==> src/verilog/jtdr_defines.svh <==
// Offsets, codes, field positions and the break point count for the test data register block
`ifndef JTDR_DEFINES_SVH
`define JTDR_DEFINES_SVH
`define JTDR_IR_W        4
`define JTDR_OP_EXTEST   4'h0
`define JTDR_OP_IDCODE   4'h1
`define JTDR_OP_SAMPLE   4'h2
`define JTDR_OP_PRIV_A   4'h8
`define JTDR_OP_PRIV_B   4'h9
`define JTDR_OP_PRIV_C   4'hA
`define JTDR_OP_PRIV_D   4'hB
`define JTDR_OP_SYSRST   4'hC
`define JTDR_OP_BYPASS   4'hF
`define JTDR_IR_CAPTURE  4'h1
`define JTDR_ID_VER_LSB  28
`define JTDR_ID_PART_LSB 12
`define JTDR_ID_MFR_LSB  1
`define JTDR_MSG_RESET   8'h00
`define JTDR_BP_COUNT    4
`endif

==> src/verilog/jtdr_pkg.sv <==
// Types shared by the test data register block
package jtdr_pkg;
	typedef enum logic [3:0] {
		TLR, RTI, SEL_DR, CAP_DR, SH_DR, EX1_DR, PA_DR, EX2_DR, UPD_DR,
		SEL_IR, CAP_IR, SH_IR, EX1_IR, PA_IR, EX2_IR, UPD_IR
	} jtdr_tap_t;
	typedef struct packed {
		logic tck;
		logic tms;
		logic tdi;
	} jtdr_link_t;
	typedef struct packed {
		logic       wr;
		logic       rd;
		logic [7:0] wdata;
	} jtdr_cpu_t;
	typedef enum logic [1:0] {
		BP_FOUR_PROG, BP_PROG_DATA, BP_PROG_RANGE
	} jtdr_bp_mode_t;
endpackage : jtdr_pkg

==> src/verilog/jtdr_top.sv <==
// Test data registers, reset register and debug hooks behind the test access port
//
// Overview of operation
// - Four break points: four program, mix with two data, or two plus masked range.
// - Break on program flow change and single step besides address break points.
// - A CPU write to the message register sets the dirty flag at once.
// - CPU read returns seven stored low bits with the dirty flag on top.
// - Shared location reaches the message register only with fuse and debugger enable.
// - Debug works only with both fuses programmed and no lock bit set.
// - Test port enabled only with its fuse programmed and disable bit zero.
// - With a lock bit set, debug fuse programming is refused until chip erase.
// - Codes 0x8 to 0xB are private debug instructions with undefined data path.
// - After power-up the instruction register holds the identification instruction.
// - Entering reset puts every port output in high impedance a core clock later, except while boundary test is loaded.
// - Loading boundary test drives the output latches onto the pins at once.
// - Boundary scan samples the test clock on the core clock, which must keep running.
// - Bypass is one stage loaded with zero at capture when selected.
// - Identification holds a four-bit version tracking silicon revision from zero.
// - Identification holds a fixed sixteen-bit part number.
// - Identification holds a fixed eleven-bit manufacturer code.
// - A one in the reset register holds the device in reset like the pin.
// - After the reset register clears, reset lasts the fused time-out period.
// - Reset register output feeds reset logic directly with no update latch.
// - The instruction register is four bits wide.
// - Identification instruction selects the 32-bit identification register.
// - System reset instruction selects the one-bit reset register, not the controller.
`timescale 1ns/10ps
`include "jtdr_defines.svh"
module jtdr_top #(
	parameter int          PINS       = 8,
	parameter logic [3:0]  VERSION    = 4'h0,
	parameter logic [15:0] PART_NUM   = 16'h1234,
	parameter logic [10:0] MFR_CODE   = 11'h055,
	parameter int          TIMEOUT_W  = 16
) (
	input  wire logic                jtdr_clk_unused_guard,
	input  wire logic                ref_clk,
	input  wire logic                rst,
	input  wire jtdr_pkg::jtdr_link_t link,
	output logic                     tdo,
	output logic                     tdo_oe,
	input  wire logic                test_port_enable_fuse,
	input  wire logic                debug_enable_fuse,
	input  wire logic                test_port_disable_bit,
	input  wire logic                lock_bit_one,
	input  wire logic                lock_bit_two,
	input  wire logic                debugger_access_en,
	input  wire logic                debugger_clear_dirty,
	input  wire logic                debug_fuse_prog_req,
	input  wire logic                chip_erase,
	input  wire logic [TIMEOUT_W-1:0] reset_timeout,
	input  wire logic                ext_reset_n,
	input  wire jtdr_pkg::jtdr_cpu_t cpu,
	input  wire logic [7:0]          io_rdata,
	output logic [7:0]               cpu_rdata,
	output logic                     io_select,
	output logic                     debug_active,
	output logic                     debug_fuse_prog_ok,
	input  wire jtdr_pkg::jtdr_bp_mode_t bp_mode,
	input  wire logic [`JTDR_BP_COUNT-1:0] bp_hit,
	input  wire logic                flow_change,
	input  wire logic                step_done,
	input  wire logic                break_flow_en,
	input  wire logic                single_step_en,
	output logic                     break_req,
	input  wire logic [PINS-1:0]     pin_in,
	input  wire logic [PINS-1:0]     core_out,
	input  wire logic [PINS-1:0]     core_oe,
	output logic [PINS-1:0]          pin_out,
	output logic [PINS-1:0]          pin_oe,
	output logic                     sys_reset
);
	localparam int BSR_W = 2 * PINS;
	logic [2:0] tck_sync_reg, tck_sync_next;
	logic [1:0] tms_sync_reg, tms_sync_next, tdi_sync_reg, tdi_sync_next;
	logic [1:0] ern_sync_reg, ern_sync_next;
	jtdr_pkg::jtdr_tap_t tap_reg, tap_next;
	logic [3:0]          ir_sh_reg, ir_sh_next, ir_reg, ir_next;
	logic                byp_reg, byp_next, rstdr_reg, rstdr_next;
	logic [31:0]         id_sh_reg, id_sh_next;
	logic [BSR_W-1:0]    bsr_reg, bsr_next, bsr_lat_reg, bsr_lat_next;
	logic                tdo_reg, tdo_next, tdo_oe_reg, tdo_oe_next;
	logic [7:0]          msg_reg, msg_next, rd_reg, rd_next;
	logic                dirty_reg, dirty_next, iosel_reg, iosel_next;
	logic                lock_seen_reg, lock_seen_next, dbg_reg, dbg_next, dfp_reg, dfp_next;
	logic                brk_reg, brk_next, srst_reg, srst_next;
	logic [TIMEOUT_W-1:0] to_cnt_reg, to_cnt_next;
	logic [PINS-1:0]     pout_reg, pout_next, poe_reg, poe_next;
	logic                tck_rise, tms_s, tdi_s, tap_en, dbg_ok, msg_sel, in_reset;
	logic [31:0]         id_word;

	function automatic jtdr_pkg::jtdr_tap_t tap_step(input jtdr_pkg::jtdr_tap_t s, input logic m);
		unique case (s)
			jtdr_pkg::TLR:    tap_step = m ? jtdr_pkg::TLR    : jtdr_pkg::RTI;
			jtdr_pkg::RTI:    tap_step = m ? jtdr_pkg::SEL_DR : jtdr_pkg::RTI;
			jtdr_pkg::SEL_DR: tap_step = m ? jtdr_pkg::SEL_IR : jtdr_pkg::CAP_DR;
			jtdr_pkg::CAP_DR: tap_step = m ? jtdr_pkg::EX1_DR : jtdr_pkg::SH_DR;
			jtdr_pkg::SH_DR:  tap_step = m ? jtdr_pkg::EX1_DR : jtdr_pkg::SH_DR;
			jtdr_pkg::EX1_DR: tap_step = m ? jtdr_pkg::UPD_DR : jtdr_pkg::PA_DR;
			jtdr_pkg::PA_DR:  tap_step = m ? jtdr_pkg::EX2_DR : jtdr_pkg::PA_DR;
			jtdr_pkg::EX2_DR: tap_step = m ? jtdr_pkg::UPD_DR : jtdr_pkg::SH_DR;
			jtdr_pkg::UPD_DR: tap_step = m ? jtdr_pkg::SEL_DR : jtdr_pkg::RTI;
			jtdr_pkg::SEL_IR: tap_step = m ? jtdr_pkg::TLR    : jtdr_pkg::CAP_IR;
			jtdr_pkg::CAP_IR: tap_step = m ? jtdr_pkg::EX1_IR : jtdr_pkg::SH_IR;
			jtdr_pkg::SH_IR:  tap_step = m ? jtdr_pkg::EX1_IR : jtdr_pkg::SH_IR;
			jtdr_pkg::EX1_IR: tap_step = m ? jtdr_pkg::UPD_IR : jtdr_pkg::PA_IR;
			jtdr_pkg::PA_IR:  tap_step = m ? jtdr_pkg::EX2_IR : jtdr_pkg::PA_IR;
			jtdr_pkg::EX2_IR: tap_step = m ? jtdr_pkg::UPD_IR : jtdr_pkg::SH_IR;
			jtdr_pkg::UPD_IR: tap_step = m ? jtdr_pkg::SEL_DR : jtdr_pkg::RTI;
		endcase
	endfunction : tap_step

	// Boundary order: for each pin an output enable cell then a data cell
	function automatic logic [PINS-1:0] bsr_field(input logic [BSR_W-1:0] v, input logic odd);
		logic [PINS-1:0] r;
		r = '0;
		for (int i = 0; i < PINS; i++)
			r[i] = v[2*i + (odd ? 1 : 0)];
		bsr_field = r;
	endfunction : bsr_field

	assign tck_rise = tck_sync_reg[1] & ~tck_sync_reg[2];
	assign tms_s    = tms_sync_reg[1];
	assign tdi_s    = tdi_sync_reg[1];
	assign tap_en   = test_port_enable_fuse & ~test_port_disable_bit;
	assign dbg_ok   = test_port_enable_fuse & debug_enable_fuse & ~lock_bit_one & ~lock_bit_two;
	assign msg_sel  = debug_enable_fuse & debugger_access_en;
	assign id_word  = {VERSION, PART_NUM, MFR_CODE, 1'b1};
	assign in_reset = rstdr_reg | ~ern_sync_reg[1];

	always_comb
	begin
		tck_sync_next = {tck_sync_reg[1:0], link.tck};
		tms_sync_next = {tms_sync_reg[0], link.tms};
		tdi_sync_next = {tdi_sync_reg[0], link.tdi};
		ern_sync_next = {ern_sync_reg[0], ext_reset_n};
	end

	// Test clock edges are found by sampling the link on the core clock, which must keep running
	always_comb
	begin
		tap_next     = tap_reg;
		ir_sh_next   = ir_sh_reg;
		ir_next      = ir_reg;
		byp_next     = byp_reg;
		rstdr_next   = rstdr_reg;
		id_sh_next   = id_sh_reg;
		bsr_next     = bsr_reg;
		bsr_lat_next = bsr_lat_reg;
		tdo_next     = tdo_reg;
		tdo_oe_next  = tdo_oe_reg;
		if (!tap_en)
		begin
			tap_next    = jtdr_pkg::TLR;
			ir_next     = `JTDR_OP_IDCODE;
			tdo_oe_next = 1'b0;
		end
		else if (tck_rise)
		begin
			tap_next = tap_step(tap_reg, tms_s);
			unique case (tap_reg)
				jtdr_pkg::TLR:
					ir_next = `JTDR_OP_IDCODE;
				jtdr_pkg::CAP_IR:
					ir_sh_next = `JTDR_IR_CAPTURE;
				jtdr_pkg::SH_IR:
					ir_sh_next = {tdi_s, ir_sh_reg[3:1]};
				jtdr_pkg::UPD_IR:
					ir_next = ir_sh_reg;
				jtdr_pkg::CAP_DR:
					unique case (ir_reg)
						`JTDR_OP_IDCODE: id_sh_next = id_word;
						`JTDR_OP_EXTEST, `JTDR_OP_SAMPLE:
							for (int i = 0; i < PINS; i++)
							begin
								bsr_next[2*i]   = poe_reg[i];
								bsr_next[2*i+1] = pin_in[i];
							end
						`JTDR_OP_SYSRST: ;
						default: byp_next = 1'b0;
					endcase
				jtdr_pkg::SH_DR:
					unique case (ir_reg)
						`JTDR_OP_IDCODE: id_sh_next = {tdi_s, id_sh_reg[31:1]};
						`JTDR_OP_EXTEST, `JTDR_OP_SAMPLE: bsr_next = {tdi_s, bsr_reg[BSR_W-1:1]};
						`JTDR_OP_SYSRST: rstdr_next = tdi_s;
						default: byp_next = tdi_s;
					endcase
				jtdr_pkg::UPD_DR:
					if (ir_reg == `JTDR_OP_EXTEST || ir_reg == `JTDR_OP_SAMPLE)
						bsr_lat_next = bsr_reg;
				default: ;
			endcase
			// Output changes on the rising edge; the far side samples it late in the following low phase
			tdo_oe_next = (tap_reg == jtdr_pkg::SH_DR) || (tap_reg == jtdr_pkg::SH_IR) ||
				(tap_next == jtdr_pkg::SH_DR) || (tap_next == jtdr_pkg::SH_IR);
			if (tap_next == jtdr_pkg::SH_IR)
				tdo_next = ir_sh_next[0]; // Capture pattern already sits in the shifter on entry
			else if (tap_next == jtdr_pkg::SH_DR)
				unique case (ir_reg)
					`JTDR_OP_IDCODE: tdo_next = id_sh_next[0];
					`JTDR_OP_EXTEST, `JTDR_OP_SAMPLE: tdo_next = bsr_next[0];
					`JTDR_OP_SYSRST: tdo_next = rstdr_next;
					default: tdo_next = byp_next;
				endcase
		end
	end

	// Debug hooks and message channel
	always_comb
	begin
		msg_next       = msg_reg;
		dirty_next     = dirty_reg;
		rd_next        = rd_reg;
		iosel_next     = ~msg_sel;
		lock_seen_next = lock_seen_reg;
		dbg_next       = dbg_ok;
		brk_next       = 1'b0;
		if (debugger_clear_dirty)
			dirty_next = 1'b0;
		if (cpu.wr && msg_sel)
		begin
			msg_next   = cpu.wdata;
			dirty_next = 1'b1;
		end
		if (cpu.rd)
			rd_next = msg_sel ? {dirty_reg, msg_reg[6:0]} : io_rdata;
		if (chip_erase)
			lock_seen_next = 1'b0;
		if (lock_bit_one || lock_bit_two)
			lock_seen_next = 1'b1;
		dfp_next = debug_fuse_prog_req & ~lock_seen_next;
		if (dbg_ok)
		begin
			unique case (bp_mode)
				jtdr_pkg::BP_FOUR_PROG:  brk_next = |bp_hit;
				jtdr_pkg::BP_PROG_DATA:  brk_next = |bp_hit;
				jtdr_pkg::BP_PROG_RANGE: brk_next = |bp_hit[2:0];
				default:                 brk_next = 1'b0;
			endcase
			if ((break_flow_en && flow_change) || (single_step_en && step_done))
				brk_next = 1'b1;
		end
	end

	// Reset hold and pin drive; the time-out counts core clocks after release
	always_comb
	begin
		srst_next   = srst_reg;
		to_cnt_next = to_cnt_reg;
		if (in_reset)
		begin
			srst_next   = 1'b1;
			to_cnt_next = reset_timeout;
		end
		else if (to_cnt_reg != '0)
			to_cnt_next = to_cnt_reg - 1'b1;
		else
			srst_next = 1'b0;
		if (tap_en && ir_next == `JTDR_OP_EXTEST)
		begin
			pout_next = bsr_field(bsr_lat_next, 1'b1);
			poe_next  = bsr_field(bsr_lat_next, 1'b0);
		end
		else if (in_reset || srst_next)
		begin
			pout_next = '0;
			poe_next  = '0;
		end
		else
		begin
			pout_next = core_out;
			poe_next  = core_oe;
		end
	end

	always_ff @(posedge ref_clk or posedge rst)
	begin
		if (rst)
		begin
			tck_sync_reg  <= 3'h0;
			tms_sync_reg  <= 2'h3;
			tdi_sync_reg  <= 2'h3;
			ern_sync_reg  <= 2'h3;
			tap_reg       <= jtdr_pkg::TLR;
			ir_sh_reg     <= 4'h0;
			ir_reg        <= `JTDR_OP_IDCODE;
			byp_reg       <= 1'b0;
			rstdr_reg     <= 1'b0;
			id_sh_reg     <= 32'h0;
			bsr_reg       <= '0;
			bsr_lat_reg   <= '0;
			tdo_reg       <= 1'b0;
			tdo_oe_reg    <= 1'b0;
			msg_reg       <= `JTDR_MSG_RESET;
			dirty_reg     <= 1'b0;
			rd_reg        <= 8'h00;
			iosel_reg     <= 1'b1;
			lock_seen_reg <= 1'b0;
			dbg_reg       <= 1'b0;
			dfp_reg       <= 1'b0;
			brk_reg       <= 1'b0;
			srst_reg      <= 1'b1;
			to_cnt_reg    <= '0;
			pout_reg      <= '0;
			poe_reg       <= '0;
		end
		else
		begin
			tck_sync_reg  <= tck_sync_next;
			tms_sync_reg  <= tms_sync_next;
			tdi_sync_reg  <= tdi_sync_next;
			ern_sync_reg  <= ern_sync_next;
			tap_reg       <= tap_next;
			ir_sh_reg     <= ir_sh_next;
			ir_reg        <= ir_next;
			byp_reg       <= byp_next;
			rstdr_reg     <= rstdr_next;
			id_sh_reg     <= id_sh_next;
			bsr_reg       <= bsr_next;
			bsr_lat_reg   <= bsr_lat_next;
			tdo_reg       <= tdo_next;
			tdo_oe_reg    <= tdo_oe_next;
			msg_reg       <= msg_next;
			dirty_reg     <= dirty_next;
			rd_reg        <= rd_next;
			iosel_reg     <= iosel_next;
			lock_seen_reg <= lock_seen_next;
			dbg_reg       <= dbg_next;
			dfp_reg       <= dfp_next;
			brk_reg       <= brk_next;
			srst_reg      <= srst_next;
			to_cnt_reg    <= to_cnt_next;
			pout_reg      <= pout_next;
			poe_reg       <= poe_next;
		end
	end

	assign tdo                = tdo_reg;
	assign tdo_oe             = tdo_oe_reg;
	assign cpu_rdata          = rd_reg;
	assign io_select          = iosel_reg;
	assign debug_active       = dbg_reg;
	assign debug_fuse_prog_ok = dfp_reg;
	assign break_req          = brk_reg;
	assign pin_out            = pout_reg;
	assign pin_oe             = poe_reg;
	assign sys_reset          = srst_reg;
endmodule : jtdr_top

==> config.mk <==
export PLATFORM = sky130hd
export DESIGN_NAME = jtdr_top
export DESIGN_NICKNAME = d
export VERILOG_FILES = /design/src/verilog/jtdr_pkg.sv /design/src/verilog/jtdr_top.sv
export VERILOG_INCLUDE_DIRS = /design/src /design/src/verilog
export SDC_FILE = /design/constraint.sdc
export NUM_CORES = 1
export LEC_CHECK = 0
export BUFFER_PORTS_ARGS = -buffer_cell sky130_fd_sc_hd__buf_4
export CORE_UTILIZATION = 56
export CTS_CLUSTER_SIZE = 25
export DETAILED_ROUTE_END_ITERATION = 8
export HOLD_SLACK_MARGIN = 0.03
export PLACE_DENSITY = 0.8
export SYNTH_ARGS = -nofsm -noshare
export SYNTH_HDL_FRONTEND = slang
export SYNTH_SLANG_ARGS = --single-unit
==> constraint.sdc <==
create_clock -name ref_clk -period 5.4 [get_ports ref_clk]
set_input_delay 0.54 -clock ref_clk [delete_from_list [all_inputs] [get_ports ref_clk]]
set_output_delay 0.54 -clock ref_clk [all_outputs]
set_load 0.1 [all_outputs]
==> flow_metrics.env, run 1 <==
export IMPL_maxCapViolCount=0
export IMPL_initial_core_util_pct=58.25
export IMPL_track_usage_pct=24.87
export IMPL_clkTransAtPathRegs_ns=0.06
export IMPL_ant_nets=0
export IMPL_synth_area_leaders="dfrtp_1, mux2_2, dfstp_2, a22o_1, o21ai_0"
export IMPL_hold_viol=0
export IMPL_rows=38
export IMPL_cts_tree="done"
export IMPL_gp_congestion=0.8199
export IMPL_min_period_over_period_pct=54.79
export IMPL_wl_um=13850
export IMPL_dieArea_mm2=0.01185
export IMPL_root_buffer="clkbuf_16"
export IMPL_drive_gt1_share_pct=31.96
export IMPL_die_h_um=108.9
export IMPL_cts_sinks=143
export IMPL_async_reset_ff_share_pct=100.0
export IMPL_finalSetupViolations=0
export IMPL_ios=115
export IMPL_fin_tns_setup_ns=0
export IMPL_place_inst=787
export IMPL_slew_limit_headroom_pct=28.50
export IMPL_synth_largest_area_cell="dfrtp_1"
export IMPL_grt_start_max_net_pins=86
export IMPL_cpPeakStageDelay_ns=0.94
export IMPL_hpwl_um=9078
export IMPL_skew_ns=0.01114
export IMPL_largest_reg_flops=32
export IMPL_worst_pin_slew_ns=1.072
export IMPL_ctsHtreeMaxLevel=4
export IMPL_p_leak_nw=3.655
export IMPL_wire_per_inst_um=16.90
export IMPL_syn_cell_area_mm2=0.006397
export IMPL_cp_start_kind="flop"
export IMPL_syn_num_nets=646
export IMPL_seq_area_frac_synth_pct=56.11
export IMPL_clock_latency_ns=0.42
export IMPL_ys_top_cells_by_count="dfrtp_1, nand2_1, nor2_1"
export IMPL_worstHoldPathType="input pin to flop"
export IMPL_final_cells=819
export IMPL_via_count=4821
export IMPL_synth_edf_count=0
export IMPL_grt_ovfl_total=0
export IMPL_synth_top_area_share_pct=52.42
export IMPL_cts_made_buffers=17
export IMPL_worstSetupPathType="flop to flop"
export IMPL_path_max_fanout=28
export IMPL_slew_viol_final=0
export IMPL_fmax_ghz=0.3380
export IMPL_ys_dominant_reg_cell="dfrtp_1"
export IMPL_n_fill_cell=756
export IMPL_status="finished, final reports clean"
export IMPL_ys_types=66
export IMPL_crit_slowest_cell="nand3b_1"
export IMPL_core_mm2=0.01098
export IMPL_pwr_density_cell_mw_per_mm2=324.1
export IMPL_clk_path_buf_depth=2
export IMPL_dr_pass1_iters=5
export IMPL_worst_hold_slack_ns=0.2252
export IMPL_via_per_inst=5.886
export IMPL_cts_setup_buffers=0
export IMPL_fin_util_pct=72.13
export IMPL_rsz0062_at_grt="no"
export IMPL_antenna_cells=0
export IMPL_antenna_found_initial=0
export IMPL_crit_chain="nor4b_1, nand3b_1, a22o_1"
export IMPL_die_w_um=108.9
export IMPL_io_buffer_count=112
export IMPL_cts_resized_gates=0
export IMPL_cts_hold_buf=0
export IMPL_synthCells=561
export IMPL_area_growth_syn_to_layout_pct=23.84
export IMPL_grt_pass1_wl_um=22580
export IMPL_vdd_drop_max_v=0.0003416
export IMPL_arrival_ns=3.25
export IMPL_drt_iter0_markers=335
export IMPL_ys_warn_count=0
export IMPL_avgSynthCellArea_um2=11.40
export IMPL_cp_required_ns=5.69
export IMPL_synth_seq_cells=143
export IMPL_grt_pass1_vias=4797
export IMPL_period_minus_slack_ns=2.959
export IMPL_route_detailed_drc=0
export IMPL_layout_nets=751
export IMPL_yosysMostFrequentCell="dfrtp_1"
export IMPL_endpoint_kind="flop"
## routing by layer
layer | wire length [µm] | part of all wire [%] | GRT usage [%] | vias to the layer above
met5 | 0 | 0 | 0 | -
met4 | 184 | 1.3 | 9.266 | 0
met3 | 790 | 5.7 | 6.874 | 16
met2 | 7041 | 51 | 40.12 | 166
met1 | 5829 | 42 | 32.02 | 2384
li1 | - | - | - | 2255
## cell type report
| class | count | area, µm² | area share (%) |
|---|---|---|---|
| clock inverter | 14 | 167.7 | 2.116 |
| sequential | 143 | 3590 | 45.31 |
| multi-input combinational | 373 | 2615 | 33.01 |
| clock buffer | 18 | 439.2 | 5.543 |
| tap | 140 | 175.2 | 2.211 |
| inverter | 14 | 57.56 | 0.7265 |
| timing repair buffer | 117 | 878.3 | 11.09 |
## per-stage QoR
step	worst slack (ns)	total power, mW	area [µm²]
after floorplan	1.037	1.313	6397
after global placement	2.560	1.389	7316
after detailed placement	2.502	1.400	7316
after CTS	2.465	2.584	7923
after global routing	2.165	2.647	7923
final	2.441	2.568	7923
## kinds of logic after synthesis
family / count (synthesis) / share of synthesized area [%]
AOI/OAI and AO/OA: 147 / 16.14
DFF: 143 / 56.11
muxes: 51 / 9.310
and+or+nand+nor: 162 / 13.20
xor gates and xnor gates: 12 / 1.643
adders and majority gates: 1 / 0.1955
buffers and inverters: 45 / 3.403
## worst max-delay path: cells and delay by family (launching register included)
family	cells	cell delay, ns
flip-flops	1	0.56
AO/OA/AOI/OAI	1	0.52
AND/OR/NAND/NOR	2	1.76
## final timing paths
check                                startpoint               to  slack [ns]  cells past startpoint
max in group asynchronous                   rst    id_sh_reg[13]        3.91                      3
worst min-delay path                    link[0]  tdi_sync_reg[0]        0.23                      1
worst max register to register        ir_reg[0]     id_sh_reg[6]        2.44                      3
min in group asynchronous                   rst    to_cnt_reg[9]        0.27                      2
worst min register to register  tck_sync_reg[0]  tck_sync_reg[1]        0.35                      0
worst max-delay path                  ir_reg[0]     id_sh_reg[6]        2.44                      3
## report_power, final
| part | internal [mW] | total (mW) | leakage (nW) | switching (mW) |
|---|---|---|---|---|
| sequential | 1.11 | 1.14 | 1.87 | 0.0321 |
| combinational | 0.0933 | 0.239 | 1.51 | 0.145 |
| clock | 0.736 | 1.19 | 0.280 | 0.450 |
## cells in the final DEF, fill, tap and decap left out, types with 10 or more instances in the layout
master | netlist | routed
nor2_1 | 39 | 39
a21oi_1 | 19 | 19
clkbuf_16 | 0 | 17
mux2i_1 | 10 | 10
dfrtp_1 | 134 | 134
inv_1 | 14 | 13
nand3_1 | 11 | 11
a22oi_1 | 17 | 17
buf_4 | 1 | 117
a22o_1 | 25 | 25
mux2_2 | 32 | 32
o21ai_0 | 38 | 37
nand2_1 | 44 | 44
Note: power is estimated with default switching activity, not from simulation.
==> run 2, diff against run 1 <==
==> constraint.sdc (replaced) <==
create_clock -name ref_clk -period 2.9 [get_ports ref_clk]
set_input_delay 0.29 -clock ref_clk [delete_from_list [all_inputs] [get_ports ref_clk]]
set_output_delay 0.29 -clock ref_clk [all_outputs]
set_load 0.1 [all_outputs]
==> flow_metrics.env, run 2 (synthesis gave the netlist of run 1 again) <==
export IMPL_use_met3_pct=7.531
export IMPL_arrival_ns=2.70
export IMPL_grt_pass1_wl_um=22760
export IMPL_antenna_cells=0
export IMPL_rows=38
export IMPL_rsz0062_at_grt="no"
export IMPL_gp_congestion=0.8660
export IMPL_cts_sinks=143
export IMPL_seq_power_share_pct=43.7
export IMPL_core_mm2=0.01098
export IMPL_cts_setup_buffers=0
export IMPL_ctsHtreeMaxLevel=4
export IMPL_clock_latency_ns=0.41
export IMPL_crit_slowest_cell="dfrtp_1"
export IMPL_endpoint_kind="flop"
export IMPL_cts_resized_gates=0
export IMPL_final_cell_mix="dfrtp_1, buf_4, nand2_1"
export IMPL_slew_limit_headroom_pct=42.44
export IMPL_clkTransAtPathRegs_ns=0.06
export IMPL_p_clk_share_pct=46.8
export IMPL_period_minus_slack_ns=2.407
export IMPL_track_usage_pct=25.30
export IMPL_pwr_density_cell_mw_per_mm2=598.0
export IMPL_maxCapViolCount=0
export IMPL_fin_tns_setup_ns=0
export IMPL_dr_pass1_iters=5
export IMPL_status="finished, final reports clean"
export IMPL_cts_made_buffers=17
export IMPL_met2_usage_pct=41.33
export IMPL_antenna_found_initial=0
export IMPL_stdcell_area_mm2=0.008130
export IMPL_p_int_mw=3.733
export IMPL_worst_pin_slew_ns=0.8526
export IMPL_grt_start_max_net_pins=49
export IMPL_worstSetupPathType="flop to flop"
export IMPL_path_max_fanout=20
export IMPL_die_w_um=108.9
export IMPL_grt_pass1_vias=4872
export IMPL_clk_path_buf_depth=2
export IMPL_worstHoldPathType="input pin to flop"
export IMPL_swShare_pct=23.23
export IMPL_area_growth_syn_to_layout_pct=27.09
export IMPL_cts_tree="done"
export IMPL_vdd_drop_max_v=0.0005315
export IMPL_grt_ovfl_total=0
export IMPL_drive_gt1_share_pct=32.95
export IMPL_min_period_over_period_pct=83.01
export IMPL_via_count=4894
export IMPL_fmax_ghz=0.4154
export IMPL_crit_chain="nand4_1, nor4_1, a21oi_1, nor3_2, buf_4, mux2_2"
export IMPL_hpwl_um=9532
export IMPL_layout_nets=770
export IMPL_p_sw_mw=1.129
export IMPL_comb_power_share_pct=9.5
export IMPL_cp_required_ns=3.19
export IMPL_ant_nets=0
export IMPL_cp_start_kind="flop"
export IMPL_slew_viol_final=0
export IMPL_largest_reg_flops=32
export IMPL_wire_per_inst_um=16.87
export IMPL_skew_ns=0.006966
export IMPL_root_buffer="clkbuf_16"
export IMPL_io_buffer_count=112
export IMPL_p_leak_nw=3.784
export IMPL_die_h_um=108.9
export IMPL_placed_area_mm2=0.007457
export IMPL_cpPeakStageDelay_ns=0.73
export IMPL_top_usage_layer="met2"
export IMPL_wl_um=14140
export IMPL_initial_core_util_pct=58.25
export IMPL_cts_hold_buf=5
export IMPL_ios=115
export IMPL_drt_iter0_markers=320
export IMPL_finalSetupViolations=0
export IMPL_grt_use_met1_pct=30.94
export IMPL_via_per_inst=5.840
export IMPL_hold_viol=0
export IMPL_final_common_cell="dfrtp_1"
export IMPL_route_detailed_drc=0
export IMPL_dieArea_mm2=0.01185
-- run 2: changes by cell type in the layout (fill, tap and decap cells not counted) --
cell and change:
inv_6 -1, buf_12 +3, clkinvlp_4 -4, clkbuf_8 +1, dlygate4sd3_1 +5, clkinv_2 +3, clkinv_4 -1, clkbuf_1 +1
buf_4 +11, bufinv_16 +1
-- run 2: path summary, 6_finish.rpt --
check / from / end / slack, ns / depth (start not counted)
max in group asynchronous: rst / bsr_reg[10] / 1.61 / 4
min in group asynchronous: rst / bsr_lat_reg[3] / 0.56 / 3
hold reg to reg: tck_sync_reg[0] / tck_sync_reg[1] / 0.35 / 0
hold / removal: debugger_clear_dirty / dirty_reg / 0.06 / 2
setup / recovery: tap_reg[0] / pin_oe[2] / 0.49 / 6
setup reg to reg: tap_reg[0] / pin_oe[2] / 0.49 / 6
-- run 2: metrics by stage --
stage / power (mW) / hold WS [ns] / worst slack (ns) / utilization, % / instances
floorplan: 2.445 / 0.2945 / 0.7857 / - / 561
CTS: 4.901 / 0.04883 / 0.5377 / 74.03 / 838
global placement: 2.597 / 0.3335 / 0.5666 / 67.90 / 801
detailed placement: 2.615 / 0.3362 / 0.5643 / 67.90 / 801
finish: 4.862 / 0.06136 / 0.4928 / 74.03 / 838
global route: 5.039 / 0.07033 / 0.3385 / 74.03 / 838
-- run 2: critical path, delay by kind of cell (launching register included) --
family / cells / cell delay [ns]
compound gates: 1 / 0.09
mux: 1 / 0.37
flops: 1 / 0.73
buf+inv: 1 / 0.32
simple gates: 3 / 0.77
-- run 2: layout make-up --
type	instances	area, µm²
repair buffers	136	1071
multi-input cells	373	2615
clock buffers	20	456.7
fillers	733	2853
well taps	140	175.2
clock inverters	12	166.4
flip-flops and latches	143	3590
inverters	14	56.30
-- run 2: routing by layer --
layer / share of wire, % / up-vias / wire length, µm
met5: 0 / - / 0
met4: 2.4 / 0 / 342
met3: 5.4 / 31 / 765
met2: 50 / 154 / 7085
met1: 42 / 2422 / 5947
li1: - / 2287 / -
-- run 2: power groups by stage --
stage	combinational (mW)	clock [mW]	sequential, mW
CTS	0.464	2.31	2.12
global placement	0.444	0	2.15
global route	0.499	2.41	2.13
detailed placement	0.457	0	2.16
finish	0.460	2.28	2.13
floorplan	0.189	0	2.26
